### config.mk
export PLATFORM = sky130hd
export DESIGN_NAME = sdc_synth_ctrl
export DESIGN_NICKNAME = d
export VERILOG_FILES = /design/src/sdc_pkg.sv /design/src/sdc_i2c_slave.sv /design/src/sdc_synth_ctrl.sv
export SDC_FILE = /design/constraint.sdc
export NUM_CORES = 1
export LEC_CHECK = 0
export BUFFER_PORTS_ARGS = -buffer_cell sky130_fd_sc_hd__buf_2
export CAP_MARGIN = 40
export CORE_MARGIN = 1
export CORE_UTILIZATION = 45
export DETAILED_ROUTE_END_ITERATION = 10
export PLACE_DENSITY = 0.65
export SLEW_MARGIN = 5
export SYNTH_ARGS = -nofsm -noshare
export SYNTH_HDL_FRONTEND = slang
export SYNTH_SLANG_ARGS = --single-unit
### constraint.sdc
create_clock -name core_clk -period 2.15 [get_ports core_clk]
set_input_delay 0.215 -clock core_clk [delete_from_list [all_inputs] [get_ports core_clk]]
set_output_delay 0.215 -clock core_clk [all_outputs]
set_load 0.01 [all_outputs]
### src/sdc_pkg.sv
package sdc_pkg;

	// Divider configuration set, shared by the pin path and the serial path
	typedef struct packed {
		logic [9:0] fb_div;           // Feedback divider value
		logic [2:0] post_sel;         // First post-divider selection
		logic       halver;           // Second output at half rate
		logic       pre_div;          // Reference pre-divider choice
	} sdc_cfg_t;

	// External pins of the core, sampled together through the synchroniser
	typedef struct packed {
		logic       iface;            // 1 selects the serial configuration
		logic       ref_sel;          // 1 selects the crystal reference
		logic       bypass;           // 1 bypasses the PLL
		logic [1:0] gate_n;           // Output stop inputs, low stops
		logic       mr;               // Master reset, high active
		logic       lock;             // Analog PLL lock flag
		logic       ref_clk;          // External reference clock
		logic       xtal;             // Crystal oscillator clock
		sdc_cfg_t   cfg;              // Parallel configuration pins
	} sdc_pins_t;

	// Serial port pins after sampling
	typedef struct packed {
		logic       scl;              // Serial clock
		logic       sda;              // Serial data
		logic [1:0] adr;              // Address select pins
	} sdc_i2c_pins_t;

	// Serial slave states
	typedef enum logic [2:0] {
		I2C_IDLE  = 3'h0,
		I2C_ADDR  = 3'h1,
		I2C_AACK  = 3'h2,
		I2C_WDATA = 3'h3,
		I2C_WACK  = 3'h4,
		I2C_RDATA = 3'h5,
		I2C_RACK  = 3'h6
	} sdc_i2c_st_t;

	// Configuration after reset: feedback 500, post select 2, full rate, pre 1
	localparam sdc_cfg_t CFG_DEFAULT = '{fb_div: 10'h1F4, post_sel: 3'h2,
		halver: 1'b0, pre_div: 1'b1};

	// Upper five address bits, value arbitrary
	localparam logic [4:0] I2C_ADDR_HI = 5'h1A;
	// Register indices of the serial port, and bits per byte
	localparam logic [1:0] REG_FB_LO = 2'h0;
	localparam logic [1:0] REG_FB_HI = 2'h1;
	localparam logic [1:0] REG_POST  = 2'h2;
	localparam logic [3:0] BITS_BYTE = 4'h8;

	// Largest post-divider selection and half period ceiling
	localparam logic [2:0] POST_SEL_MAX = 3'h5;
	localparam logic [5:0] HALF_MAX     = 6'h20;

	// Lock hold-off after a configuration change
	localparam int CLK_NS     = 10;
	localparam int RELOCK_NS  = 10000;
	localparam logic [9:0] RELOCK_CYC = 10'(RELOCK_NS / CLK_NS);

endpackage : sdc_pkg

### src/sdc_i2c_slave.sv
`timescale 1ns/10ps
`default_nettype none

module sdc_i2c_slave (
	input  wire logic            core_clk,
	input  wire logic            reset_n,
	input  wire logic            clear,
	input  wire logic            scl_in,
	input  wire logic            sda_in,
	input  wire logic [1:0]      addr_sel_in,
	output logic                 sda_out,
	output logic                 sda_oe,
	output sdc_pkg::sdc_cfg_t    serial_cfg
);

	// Whole state of the slave
	typedef struct packed {
		sdc_pkg::sdc_i2c_pins_t sy1;      // First sync stage
		sdc_pkg::sdc_i2c_pins_t sy2;      // Second sync stage
		logic [1:0]             prv;      // Previous scl and sda
		sdc_pkg::sdc_i2c_st_t   st;       // Protocol state
		logic [3:0]             bitc;     // Bit counter
		logic [7:0]             sh;       // Shift register
		logic                   rw;       // Read request
		logic                   nack;     // Host refused more data
		logic [1:0]             ptr;      // Register pointer
		logic                   ptr_ok;   // Pointer byte received
		logic                   oe;       // Pulling sda low
		sdc_pkg::sdc_cfg_t      regs;     // Stored configuration
	} sdc_i2c_state_t;

	sdc_i2c_state_t st;                   // Registered state
	sdc_i2c_state_t next_st;              // Next state
	logic           scl_rise;             // Rising serial clock
	logic           scl_fall;             // Falling serial clock
	logic           start_c;              // Start condition
	logic           stop_c;               // Stop condition

	// Byte view of the configuration registers
	function automatic logic [7:0] rd_byte(input sdc_pkg::sdc_cfg_t c, input logic [1:0] i);
		case (i)
			sdc_pkg::REG_FB_LO: rd_byte = c.fb_div[7:0];
			sdc_pkg::REG_FB_HI: rd_byte = {6'h00, c.fb_div[9:8]};
			sdc_pkg::REG_POST:  rd_byte = {3'h0, c.pre_div, c.halver, c.post_sel};
			default:            rd_byte = 8'h00;
		endcase
	endfunction : rd_byte

	// Edges and bus conditions from the second stage onward only
	assign scl_rise = st.sy2.scl & ~st.prv[1];
	assign scl_fall = ~st.sy2.scl & st.prv[1];
	assign start_c  = st.sy2.scl & st.prv[1] & st.prv[0] & ~st.sy2.sda;
	assign stop_c   = st.sy2.scl & st.prv[1] & ~st.prv[0] & st.sy2.sda;

	// Protocol engine
	always_comb begin
		logic [7:0] b;
		b = 8'h00;
		next_st = st;
		next_st.sy1 = '{scl: scl_in, sda: sda_in, adr: addr_sel_in};
		next_st.sy2 = st.sy1;
		next_st.prv = {st.sy2.scl, st.sy2.sda};
		if (clear) begin
			// Master reset restores the defaults
			next_st.st   = sdc_pkg::I2C_IDLE;
			next_st.oe   = 1'b0;
			next_st.ptr  = 2'h0;
			next_st.regs = sdc_pkg::CFG_DEFAULT;
		end else if (start_c) begin
			next_st.st     = sdc_pkg::I2C_ADDR;
			next_st.bitc   = 4'h0;
			next_st.oe     = 1'b0;
			next_st.ptr_ok = 1'b0;
		end else if (stop_c) begin
			next_st.st = sdc_pkg::I2C_IDLE;
			next_st.oe = 1'b0;
		end else if (scl_rise) begin
			case (st.st)
				sdc_pkg::I2C_ADDR, sdc_pkg::I2C_WDATA: begin
					next_st.sh   = {st.sh[6:0], st.sy2.sda};
					next_st.bitc = st.bitc + 4'h1;
				end
				sdc_pkg::I2C_RACK: next_st.nack = st.sy2.sda;
				default: ;
			endcase
		end else if (scl_fall) begin
			case (st.st)
				sdc_pkg::I2C_ADDR: begin
					// Address follows the two select pins
					if (st.bitc == sdc_pkg::BITS_BYTE) begin
						if (st.sh[7:1] == {sdc_pkg::I2C_ADDR_HI, st.sy2.adr}) begin
							next_st.oe = 1'b1;
							next_st.rw = st.sh[0];
							next_st.st = sdc_pkg::I2C_AACK;
						end else begin
							next_st.st = sdc_pkg::I2C_IDLE;
						end
					end
				end
				sdc_pkg::I2C_AACK: begin
					if (st.rw) begin
						// Start read-back at the pointer
						b            = rd_byte(st.regs, st.ptr);
						next_st.oe   = ~b[7];
						next_st.sh   = {b[6:0], 1'b0};
						next_st.bitc = 4'h1;
						next_st.st   = sdc_pkg::I2C_RDATA;
					end else begin
						next_st.oe   = 1'b0;
						next_st.bitc = 4'h0;
						next_st.st   = sdc_pkg::I2C_WDATA;
					end
				end
				sdc_pkg::I2C_WDATA: begin
					if (st.bitc == sdc_pkg::BITS_BYTE) begin
						next_st.oe = 1'b1;
						next_st.st = sdc_pkg::I2C_WACK;
						if (!st.ptr_ok) begin
							next_st.ptr    = st.sh[1:0];
							next_st.ptr_ok = 1'b1;
						end else begin
							// Write lands in the addressed register
							case (st.ptr)
								sdc_pkg::REG_FB_LO: next_st.regs.fb_div[7:0] = st.sh;
								sdc_pkg::REG_FB_HI: next_st.regs.fb_div[9:8] = st.sh[1:0];
								sdc_pkg::REG_POST: begin
									next_st.regs.post_sel = st.sh[2:0];
									next_st.regs.halver   = st.sh[3];
									next_st.regs.pre_div  = st.sh[4];
								end
								default: ;
							endcase
							next_st.ptr = st.ptr + 2'h1;
						end
					end
				end
				sdc_pkg::I2C_WACK: begin
					next_st.oe   = 1'b0;
					next_st.bitc = 4'h0;
					next_st.st   = sdc_pkg::I2C_WDATA;
				end
				sdc_pkg::I2C_RDATA: begin
					if (st.bitc == sdc_pkg::BITS_BYTE) begin
						next_st.oe = 1'b0;
						next_st.st = sdc_pkg::I2C_RACK;
					end else begin
						next_st.oe   = ~st.sh[7];
						next_st.sh   = {st.sh[6:0], 1'b0};
						next_st.bitc = st.bitc + 4'h1;
					end
				end
				sdc_pkg::I2C_RACK: begin
					if (st.nack) begin
						next_st.st = sdc_pkg::I2C_IDLE;
					end else begin
						b            = rd_byte(st.regs, st.ptr + 2'h1);
						next_st.ptr  = st.ptr + 2'h1;
						next_st.oe   = ~b[7];
						next_st.sh   = {b[6:0], 1'b0};
						next_st.bitc = 4'h1;
						next_st.st   = sdc_pkg::I2C_RDATA;
					end
				end
				default: next_st.st = sdc_pkg::I2C_IDLE;
			endcase
		end
	end

	// State register
	always_ff @(posedge core_clk) begin
		if (!reset_n) begin
			st      <= '0;
			st.sy1  <= '{scl: 1'b1, sda: 1'b1, adr: 2'h0};
			st.sy2  <= '{scl: 1'b1, sda: 1'b1, adr: 2'h0};
			st.prv  <= 2'h3;
			st.regs <= sdc_pkg::CFG_DEFAULT;
		end else begin
			st <= next_st;
		end
	end

	assign sda_out    = 1'b0;
	assign sda_oe     = st.oe;
	assign serial_cfg = st.regs;
endmodule : sdc_i2c_slave

`default_nettype wire

### src/sdc_synth_ctrl.sv
`timescale 1ns/10ps
`default_nettype none

// How it works
// - Post-divider offers six ratios, 2 to 64
// - Post-divider output keeps half duty cycle
// - Second output runs full or half rate
// - Pin path takes feedback, post, halver, pre
// - Pin settings apply while the interface choice is 0, serial settings while it is 1
// - Serial slave writes and reads divider registers
// - Two pins set slave address bits
// - Interface choice input picks configuration source
// - Reference choice picks crystal or external clock
// - Reference pre-divided, then multiplied by feedback
// - Stop input low holds output low
// - Lock output reflects PLL lock
// - Bypass input puts PLL in static bypass
// - New settings accepted while running
// - Choice 1 serial, choice 0 pins
// - Reference choice 1 crystal, 0 external
// - Glitch-free stop guaranteed with halver off
module sdc_synth_ctrl (
	input  wire logic        core_clk,
	input  wire logic        reset_n,
	input  wire logic        crystal_osc_in,
	input  wire logic        ref_clk_in,
	input  wire logic        ref_sel_in,
	input  wire logic [9:0]  feedback_div_in,
	input  wire logic [2:0]  first_post_divider_sel,
	input  wire logic        second_output_halver,
	input  wire logic        pre_div_in,
	input  wire logic        iface_sel_in,
	input  wire logic [1:0]  addr_sel_in,
	input  wire logic        scl_in,
	input  wire logic        sda_in,
	output logic             sda_out,
	output logic             sda_oe,
	input  wire logic        bypass_sel_in,
	input  wire logic [1:0]  output_gate_n,
	input  wire logic        master_reset_in,
	input  wire logic        pll_lock_in,
	output logic [9:0]       pll_fb_div,
	output logic             pll_pre_div,
	output logic             pll_ref_sel,
	output logic             pll_bypass,
	output logic             primary_clock_out,
	output logic             secondary_clock_out,
	output logic             lock_indicator
);

	// Whole state of the core
	typedef struct packed {
		sdc_pkg::sdc_pins_t s1;     // First sync stage
		sdc_pkg::sdc_pins_t s2;     // Second sync stage
		logic               ref_q;  // Previous external reference
		logic               xtal_q; // Previous crystal clock
		sdc_pkg::sdc_cfg_t  cfg;    // Active configuration
		logic [5:0]         cnt;    // Half period counter
		logic               pa;     // Free-running first divider
		logic               pb;     // Free-running second divider
		logic               en_a;   // First output gate
		logic               en_b;   // Second output gate
		logic               qa;     // Gated first output
		logic               qb;     // Gated second output
		logic [9:0]         hold;   // Lock hold-off counter
		logic               lock;   // Lock indicator
	} sdc_core_t;

	sdc_core_t         st;          // Registered state
	sdc_core_t         next_st;     // Next state
	sdc_pkg::sdc_pins_t raw;        // Pins gathered for sampling
	sdc_pkg::sdc_cfg_t serial_cfg;  // Configuration held by the serial port
	logic [5:0]        half;        // Half period in source ticks
	logic              tick;        // Divider source enable

	// Half period for a post select, top ratio used for spare codes
	function automatic logic [5:0] half_of(input logic [2:0] sel);
		half_of = (sel > sdc_pkg::POST_SEL_MAX) ? sdc_pkg::HALF_MAX : (6'h01 << sel);
	endfunction : half_of

	assign raw = '{iface: iface_sel_in, ref_sel: ref_sel_in, bypass: bypass_sel_in,
		gate_n: output_gate_n, mr: master_reset_in, lock: pll_lock_in,
		ref_clk: ref_clk_in, xtal: crystal_osc_in,
		cfg: '{fb_div: feedback_div_in, post_sel: first_post_divider_sel,
			halver: second_output_halver, pre_div: pre_div_in}};

	// Serial configuration port
	sdc_i2c_slave u_i2c (
		.core_clk    (core_clk),
		.reset_n     (reset_n),
		.clear       (st.s2.mr),
		.scl_in      (scl_in),
		.sda_in      (sda_in),
		.addr_sel_in (addr_sel_in),
		.sda_out     (sda_out),
		.sda_oe      (sda_oe),
		.serial_cfg  (serial_cfg)
	);

	assign half = half_of(st.cfg.post_sel);

	// In bypass the divider counts reference edges, else every cycle stands for the VCO
	assign tick = !st.s2.bypass ? 1'b1 :
		(st.s2.ref_sel ? (st.s2.xtal & ~st.xtal_q) : (st.s2.ref_clk & ~st.ref_q));

	// Configuration select, dividers, gating and lock
	always_comb begin
		next_st        = st;
		next_st.s1     = raw;
		next_st.s2     = st.s1;
		next_st.ref_q  = st.s2.ref_clk;
		next_st.xtal_q = st.s2.xtal;
		if (st.s2.mr) begin
			// Master reset restores the default configuration and clears gates
			next_st.cfg  = sdc_pkg::CFG_DEFAULT;
			next_st.cnt  = 6'h00;
			next_st.pa   = 1'b0;
			next_st.pb   = 1'b0;
			next_st.en_a = 1'b0;
			next_st.en_b = 1'b0;
			next_st.qa   = 1'b0;
			next_st.qb   = 1'b0;
			next_st.hold = sdc_pkg::RELOCK_CYC;
			next_st.lock = 1'b0;
		end else begin
			// Choice low gives the pins, high the serial registers
			next_st.cfg = st.s2.iface ? serial_cfg : st.s2.cfg;
			if (next_st.cfg != st.cfg) begin
				next_st.hold = sdc_pkg::RELOCK_CYC;
				next_st.lock = 1'b0;
			end else if (st.hold != 10'h000) begin
				next_st.hold = st.hold - 10'h001;
				next_st.lock = 1'b0;
			end else begin
				next_st.lock = st.s2.lock;
			end
			// Equal half periods give an even duty cycle; >= catches a ratio cut on the fly
			if (tick) begin
				if (st.cnt >= half - 6'h01) begin
					next_st.cnt = 6'h00;
					next_st.pa  = ~st.pa;
				end else begin
					next_st.cnt = st.cnt + 6'h01;
				end
			end else if (st.cnt >= half) begin
				// A ratio cut between slow bypass ticks must not leave the count past the end
				next_st.cnt = 6'h00;
			end
			// Second output follows or halves the first, by the new halver so no stray move
			if (!next_st.cfg.halver) begin
				next_st.pb = next_st.pa;
			end else if (next_st.pa && !st.pa) begin
				next_st.pb = ~st.pb;
			end
			// Gates move only where the divider is low now or next, so no runt pulse
			if (!st.pa || !next_st.pa) begin
				next_st.en_a = st.s2.gate_n[0];
			end
			if (!st.pb || !next_st.pb) begin
				next_st.en_b = st.s2.gate_n[1];
			end
			next_st.qa = next_st.pa & next_st.en_a;
			next_st.qb = next_st.pb & next_st.en_b;
		end
	end

	// State register
	always_ff @(posedge core_clk) begin
		if (!reset_n) begin
			st      <= '0;
			st.cfg  <= sdc_pkg::CFG_DEFAULT;
			st.hold <= sdc_pkg::RELOCK_CYC;
			// Pin stages start at the defaults, so no all-zero setting reaches the PLL
			st.s1.cfg <= sdc_pkg::CFG_DEFAULT;
			st.s2.cfg <= sdc_pkg::CFG_DEFAULT;
		end else begin
			st <= next_st;
		end
	end

	// Settings toward the analog PLL, then the clock outputs and lock indicator
	assign pll_fb_div          = st.cfg.fb_div;
	assign pll_pre_div         = st.cfg.pre_div;
	assign pll_ref_sel         = st.s2.ref_sel;
	assign pll_bypass          = st.s2.bypass;
	assign primary_clock_out   = st.qa;
	assign secondary_clock_out = st.qb;
	assign lock_indicator      = st.lock;
endmodule : sdc_synth_ctrl

`default_nettype wire

==> metrics.yaml, run 1 <==
ios: 48
yosys-top-cells-area: "sky130_fd_sc_hd__dfxtp_1, sky130_fd_sc_hd__and2_1, sky130_fd_sc_hd__ha_1, sky130_fd_sc_hd__mux2i_1, sky130_fd_sc_hd__nand2b_1"
port_buffers: 46
num-nets-final: 810
yosys.area.top_type_share_pct: 43.84
floorplan.rows: 42
mappedNetlistNets: 731
violated_checks: "setup timing"
worst_r2r_endpoint: "st[13]$_SDFF_PP0_"
whs_endpoint: "next_st[57]$_SDFF_PN0_"
grt_first_pass_wirelength_um: 23370
seq_area_frac_synth_pct: 43.84
synth-edff-count: 0
ir_worst_vdd_mv: 0.5894
min_path_type: "input port to register"
unique_masters_post_synth: 68
synthArstFlopShare_pct: 0
synth_commonest_cells: "sky130_fd_sc_hd__dfxtp_1, sky130_fd_sc_hd__nand2_1, sky130_fd_sc_hd__nor2_1"
reg_power_share_pct: 44.4
status: "finished with violations"
die_area_um2: 14070
worst_ep_required_time_ps: 2490
met3_length_um: 644
register_area_um2: 2694
crit_fanout: 6
number_of_antenna_violations_at_the_first_check_in_global_routing: 0
fillerInstances: 1178
routed.top_layer: "met4"
final_antenna_diode_count: 0
drv_slew: 0
maxCapViolations: 0
grt_overflow: 0
r2r.worst_path.cells: 8
routabilityCongestion: 0.8736
max_slew.worst_pin.slew_ps: 522.4
synth-warning-count: 0
r2r_start: "st[26]$_SDFF_PP1_"
numClockSinks: 134
holdCritStartpoint: "pll_lock_in"
final_hold_viol_count: 0
worstHoldPathCells: 2
power.static_leakage_uw: 0.003028
cts_tree: "yes"
die_height_um: 118.6
timing.setup.critical_path_class: "register to register"
clk_transition_reported_paths_ps: 60
antenna_left: 0
dp.final_hpwl_um: 9759
met2RoutedLength_um: 6768
detailedRoute.firstIterationViolations: 392
post_synth_instance_area_um2: 6118
net-switching-power_uw: 1318
intPower_uw: 4550
final.setup_skew_ps: 11.25
average_instance_area_after_synthesis_um2: 8.998
timing.reg2reg.setup_slack_ps: -90
cts_buffers: 17
finalCritPeriodShare_pct: 104.1
finish.instance_area_um2: 7640
worst_slew_margin_pct: 65.17
grt_start_max_net_pins: 68
grt_pass1_vias: 4893
unrepaired_setup_endpoints_after_global_routing: "yes"
floorplan.initialDensity_pct: 46.20
post-route-drc-count: 0
syn_inst: 680
share_of_cells_above_drive_strength_1_pct: 20.98
post-synth-top-area-cell: "sky130_fd_sc_hd__dfxtp_1"
worst_skew_pair.late_latency_ps: 420
cp_data_arrival_time_ps: 2580
worstSetupStartpointType: "register"
ys.flop_type: "sky130_fd_sc_hd__dfxtp_1"
core_area_um2: 13240
power.switching_fraction_pct: 22.46
placed_area_um2: 6651
final-setup-viol-count: 1
ys_seq_elements: 134
htree_levels: 4
cts.root.buffer_cell: "sky130_fd_sc_hd__clkbuf_16"
yosysMostFrequentCell: "sky130_fd_sc_hd__dfxtp_1"
layout_min_cycle_time_ps: 2239
chipWidth_um: 118.6
routed_wirelength_um: 14140
post-route-worst-setup-slack_ps: -89.14
drt_pass1_iterations: 5
clockBufferDepth: 2
grt.total_usage_pct: 20.98
multi_input_area_um2: 3239
avgViaCountPerCell: 5.330
met1_layer_wirelength_in_the_final_routing_um: 6481
syn2layout_area_growth_pct: 24.87
timing.critical_path.to_type: "register"
overall_via_count_from_detail_route: 5053
combPwrFrac_pct: 7.5
pwr_density_cell_nw_per_um2: 768.1
clock_power_share_pct: 48.1
avgRoutedWirePerCell_um: 14.91
clock.fmax_mhz: 446.6
place_ws_ps: -83.70
[repair_timing]
action	in CTS	in global routing
pin swaps	3	10
endpoints found under the setup margin	5	20
hold buffers	21	1
hold endpoints to repair	21	1
buffers inserted	1	4
resized for setup	5	24
[cell type report]
class	instances	share of cell area [%]
repair buffers	112	10.92
well taps	176	2.882
clock inverters	11	1.621
multi-input cells	476	42.40
inverters	18	0.8844
clock buffers	21	6.027
flip-flops and latches	134	35.26
[registers in the layout, summed over array words and instances, names as in the netlist]
| register | flops |
|---|---|
| lock_indicator | 1 |
| next_st | 26 |
| pll_bypass | 1 |
| pll_fb_div | 10 |
| pll_pre_div | 1 |
| pll_ref_sel | 1 |
| primary_clock_out | 1 |
| secondary_clock_out | 1 |
| st | 46 |
| u_i2c.next_st | 6 |
| u_i2c.sda_oe | 1 |
| u_i2c.serial_cfg | 15 |
| u_i2c.st | 24 |
[critical path: stages (launching register included)]
cell,delay [ps]
sky130_fd_sc_hd__dfxtp_4,370
sky130_fd_sc_hd__nor3_4,190
sky130_fd_sc_hd__ha_1,270
sky130_fd_sc_hd__a21boi_1,140
sky130_fd_sc_hd__o211a_1,230
sky130_fd_sc_hd__o21a_1,170
sky130_fd_sc_hd__a21oi_1,100
sky130_fd_sc_hd__or4b_4,560
sky130_fd_sc_hd__a21oi_2,140
[placed cells by master (no fill, tap or decap), drive strengths merged, types with 4 or more instances in the layout]
cell type and n:
mux2i 26, and2 42, clkbuf 21, nand2b 32, a222oi 4, o21ai 29, a211oi 7, xor2 5
dfxtp 134, a21oi 38, or3 4, ha 21, nor3 26, a22oi 5, dlygate4sd3 22, nor4 6
nand2 53, a22o 7, nor2b 6, inv 20, buf 90, nand4 5, nor2 49, a31oi 6
xnor2 20, nand3 25, clkinv 4
[per-layer routing]
metal	vias up	track usage, %
met2	159	33.55
met3	20	4.488
met1	2359	26.81
met5	-	0
li1	2515	-
met4	0	10.05
[power by group through the flow]
stage	Clock, uW	Sequential (uW)	Combinational (uW)
final	2820	2610	441
after global routing	3010	2610	489
after CTS	2890	2600	412
after detailed placement	0	2660	378
after global placement	0	2650	366
after floorplan	0	2640	265
[per-stage QoR]
step	cells	utilization (%)	power (uW)	TNS, ps	hold slack [ps]
floorplan	680	-	2903	-9.965	316.5
finish	948	57.69	5868	-89.14	13.58
CTS	943	56.38	5898	-9.190	0.9740
global placement	889	50.23	3020	0	388.1
detailed placement	889	50.23	3034	-287.6	392.5
global route	948	57.69	6114	-316.6	3.257
[worst max path at each step]
stage,start,to,slack [ps],depth (start not counted)
6_report,st[26]$_SDFF_PP1_,st[13]$_SDFF_PP0_,-90,8
4_1_cts,st[26]$_SDFF_PP1_,st[13]$_SDFF_PP0_,-9,8
3_3_place_gp,st[27]$_SDFF_PP0_,st[19]$_SDFFE_PP0P_,9,8
3_5_place_dp,st[27]$_SDFF_PP0_,st[20]$_SDFFE_PP0P_,-80,8
5_1_grt,st[26]$_SDFF_PP1_,st[13]$_SDFF_PP0_,-170,10
2_1_floorplan,st[25]$_SDFF_PP0_,st[13]$_SDFF_PP0_,-10,9
[logic make-up (layout without fill, tap and decap cells)]
logic type	count (synthesis)	in the layout	share of synthesized area [%]
flip-flops	134	134	43.84
other	2	2	0.1227
adder cells (fa/ha/maj)	21	21	4.294
AND/OR/NAND/NOR	269	269	23.15
XOR/XNOR	25	25	3.579
AO/OA/AOI/OAI	130	130	14.54
buffers and inverters	70	162	5.542
multiplexers	29	29	4.928
No activity file was read; power rests on OpenSTA's default activity.
==> run 2: changes to the inputs <==
--- a/config.mk
+++ b/config.mk
@@ -6,11 +6,10 @@
 export NUM_CORES = 1
 export LEC_CHECK = 0
 export BUFFER_PORTS_ARGS = -buffer_cell sky130_fd_sc_hd__buf_2
-export CAP_MARGIN = 40
 export CORE_MARGIN = 1
 export CORE_UTILIZATION = 45
 export DETAILED_ROUTE_END_ITERATION = 10
-export PLACE_DENSITY = 0.65
+export PLACE_DENSITY = 0.7
 export SLEW_MARGIN = 5
 export SYNTH_ARGS = -nofsm -noshare
 export SYNTH_HDL_FRONTEND = slang
==> metrics.yaml, run 2 (synthesized netlist as in run 1, its figures left out) <==
die_height_um: 118.6  # unchanged
clockBufferDepth: 2  # unchanged
timing.critical_path.to_type: "register"  # unchanged
final_cell_mix: "sky130_fd_sc_hd__dfxtp_1, sky130_fd_sc_hd__nand2_1, sky130_fd_sc_hd__nor2_1"  # unchanged
intPower_uw: 4417  # was 4550 uW
crit_fanout: 7  # was 6
final_antenna_diode_count: 0  # unchanged
avgRoutedWirePerCell_um: 14.67  # was 14.91 um
min_path_type: "input port to register"  # unchanged
share_of_cells_above_drive_strength_1_pct: 21.58  # was 20.98%
drv_slew: 0  # unchanged
final_hold_viol_count: 0  # unchanged
combPwrFrac_pct: 7.3  # was 7.5%
grt.total_usage_pct: 20.15  # was 20.98%
mostFrequentLayoutCell: "sky130_fd_sc_hd__dfxtp_1"  # unchanged
clk_transition_reported_paths_ps: 60  # about the same
multi_input_area_um2: 3224  # was 3239 um^2
slowest_delay_ps: 400  # was 560 ps
ios: 48  # unchanged
cts.root.buffer_cell: "sky130_fd_sc_hd__clkbuf_16"  # unchanged
port_buffers: 46  # unchanged
power.static_leakage_uw: 0.003031  # was 0.003028 uW
htree_levels: 4  # unchanged
total_power_uw: 5884  # was 5868 uW
unrepaired_setup_endpoints_after_global_routing: "yes"  # unchanged
detailedRoute.firstIterationViolations: 353  # was 392
worst_slew_margin_pct: 60.84  # was 65.17%
finish.instance_area_um2: 7634  # was 7640 um^2
r2r.worst_path.cells: 9  # was 8
routed_wirelength_um: 13930  # was 14140 um
worst_r2r_endpoint: "st[19]$_SDFFE_PP0P_"  # was st[13]$_SDFF_PP0_
antenna_left: 0  # unchanged
final.setup_skew_ps: 12.64  # was 11.25 ps
timing.setup.critical_path_class: "register to register"  # unchanged
max_slew.worst_pin.slew_ps: 586.2  # was 522.4 ps
critPathLaunch: "st[27]$_SDFF_PP0_"  # was st[26]$_SDFF_PP1_
r2r_start: "st[27]$_SDFF_PP0_"  # was st[26]$_SDFF_PP1_
post-route-util_pct: 57.64  # was 57.69%
register_area_um2: 2694  # unchanged
status: "finished with violations"  # unchanged
overall_via_count_from_detail_route: 5077  # was 5053
number_of_antenna_violations_at_the_first_check_in_global_routing: 0  # unchanged
grt_pass1_vias: 4708  # was 4893
die_area_um2: 14070  # unchanged
clock_power_share_pct: 48.4  # was 48.1%
dp.final_hpwl_um: 9810  # was 9759 um
holdCritStartpoint: "feedback_div_in[0]"  # was pll_lock_in
routabilityCongestion: 0.8945  # was 0.8736
floorplan.initialDensity_pct: 46.20  # unchanged
reg_power_share_pct: 44.2  # was 44.4%
num-nets-final: 812  # was 810
grt_start_max_net_pins: 68  # unchanged
finalSetupTns_ps: -275.1  # was -89.14 ps
post-route-drc-count: 0  # unchanged
fillerInstances: 1132  # was 1178
violated_checks: "setup timing"  # unchanged
placed_area_um2: 6651  # unchanged
cts_tree: "yes"  # unchanged
clock.fmax_mhz: 447.4  # was 446.6 MHz
critical-path-slowest-cell: "sky130_fd_sc_hd__or3_4"  # was sky130_fd_sc_hd__or4b_4
worstSetupStartpointType: "register"  # unchanged
post-route-worst-setup-slack_ps: -85.08  # was -89.14 ps
worst_skew_pair.late_latency_ps: 420  # about the same
maxCapViolations: 0  # unchanged
drt_pass1_iterations: 6  # was 5
pwr_density_cell_nw_per_um2: 770.8  # was 768.1 nW/um^2
ir_worst_vdd_mv: 0.5616  # was 0.5894 mV
grt_overflow: 0  # unchanged
layout_min_cycle_time_ps: 2235  # was 2239 ps
largest_reg_flops: 46  # unchanged
finalCritPeriodShare_pct: 104.0  # was 104.1%
avgViaCountPerCell: 5.344  # was 5.330
worst_ep_required_time_ps: 2520  # was 2490 ps
cp_data_arrival_time_ps: 2600  # was 2580 ps
syn2layout_area_growth_pct: 24.76  # was 24.87%
numClockSinks: 134  # unchanged
floorplan.rows: 42  # unchanged
chipWidth_um: 118.6  # unchanged
net-switching-power_uw: 1467  # was 1318 uW
power.switching_fraction_pct: 24.93  # was 22.46%
cts_buffers: 17  # unchanged
timing.critical_path.cells: "buf_4, nor2_4, ha_1, a21boi_2, o211a_1, o21a_1, or3_4, nor3b_2, a21o_1"  # was nor3_4, ha_1, a21boi_1, o211a_1, o21a_1, a21oi_1, or4b_4, a21oi_2
grt_first_pass_wirelength_um: 22490  # was 23370 um
final.hold.worst_slack_ps: 10.69  # was 13.58 ps
final-setup-viol-count: 5  # was 1
core_area_um2: 13240  # unchanged
timing.reg2reg.setup_slack_ps: -90  # about the same
regMostFlops: "st"  # unchanged
timing.critical_path.to: "st[19]$_SDFFE_PP0P_"  # was st[13]$_SDFF_PP0_
## run 2: cell type report
type                            instances  share of cell area, %
Tap cell                              176                  2.885
Timing Repair Buffer                  114                  10.98
Inverter                               18                 0.8851
Clock inverter                         15                  2.147
Sequential cell                       134                  35.29
Multi-Input combinational cell        476                  42.24
Clock buffer                           17                  5.573
## run 2: how the worst min path moves through the flow
| stage | endpoint | slack [ps] | depth (start not counted) |
|---|---|---|---|
| after global placement | u_i2c.next_st[37]$_SDFF_PN1_ | 390 | 1 |
| after global routing | next_st[45]$_SDFF_PN0_ | 9 | 2 |
| after detailed placement | st[50]$_SDFF_PN1_ | 390 | 1 |
| final | next_st[45]$_SDFF_PN0_ | 10 | 2 |
| after floorplan | next_st[40]$_SDFF_PN1_ | 320 | 1 |
| after CTS | next_st[45]$_SDFF_PN0_ | 0.2 | 2 |
## run 2: stage by stage
step	cells	setup WS (ps)
6_report	950	-85.08
3_5_place_dp	889	-89.06
4_1_cts	947	-13.34
5_1_grt	950	-188.9
3_3_place_gp	889	-13.38
2_1_floorplan	680	-9.965
## run 2: timing repair
item / in CTS / in global routing
hold buffers: 24 / 0
resized for setup: 6 / 26
hold endpoints to repair: 24 / 0
pin swaps: 7 / 11
endpoints found under the setup margin: 5 / 17
buffers inserted: 2 / 3
## run 2: worst max-delay path: cells and delay by family, from the launching register on
kind	cells	cell delay [ps]
compound gates	4	740
fa+ha+maj	1	230
buf+inv	1	140
flops	1	370
simple gates	3	710
## run 2: routing by layer
layer / vias to the layer above / track usage, % / routed length (um) / share of wire, %
li1: 2528 / - / - / -
met3: 31 / 3.958 / 567 / 4.1
met4: 0 / 10.36 / 333 / 2.4
met2: 135 / 32.27 / 6621 / 48
met1: 2383 / 25.66 / 6411 / 46
met5: - / 0 / 0 / 0
## run 2: power groups by stage
stage / clock network [uW] / registers (uW) / logic (uW)
CTS: 2900 / 2600 / 411
finish: 2850 / 2600 / 432
detailed placement: 0 / 2660 / 371
global placement: 0 / 2650 / 362
global route: 3020 / 2610 / 478
floorplan: 0 / 2640 / 265
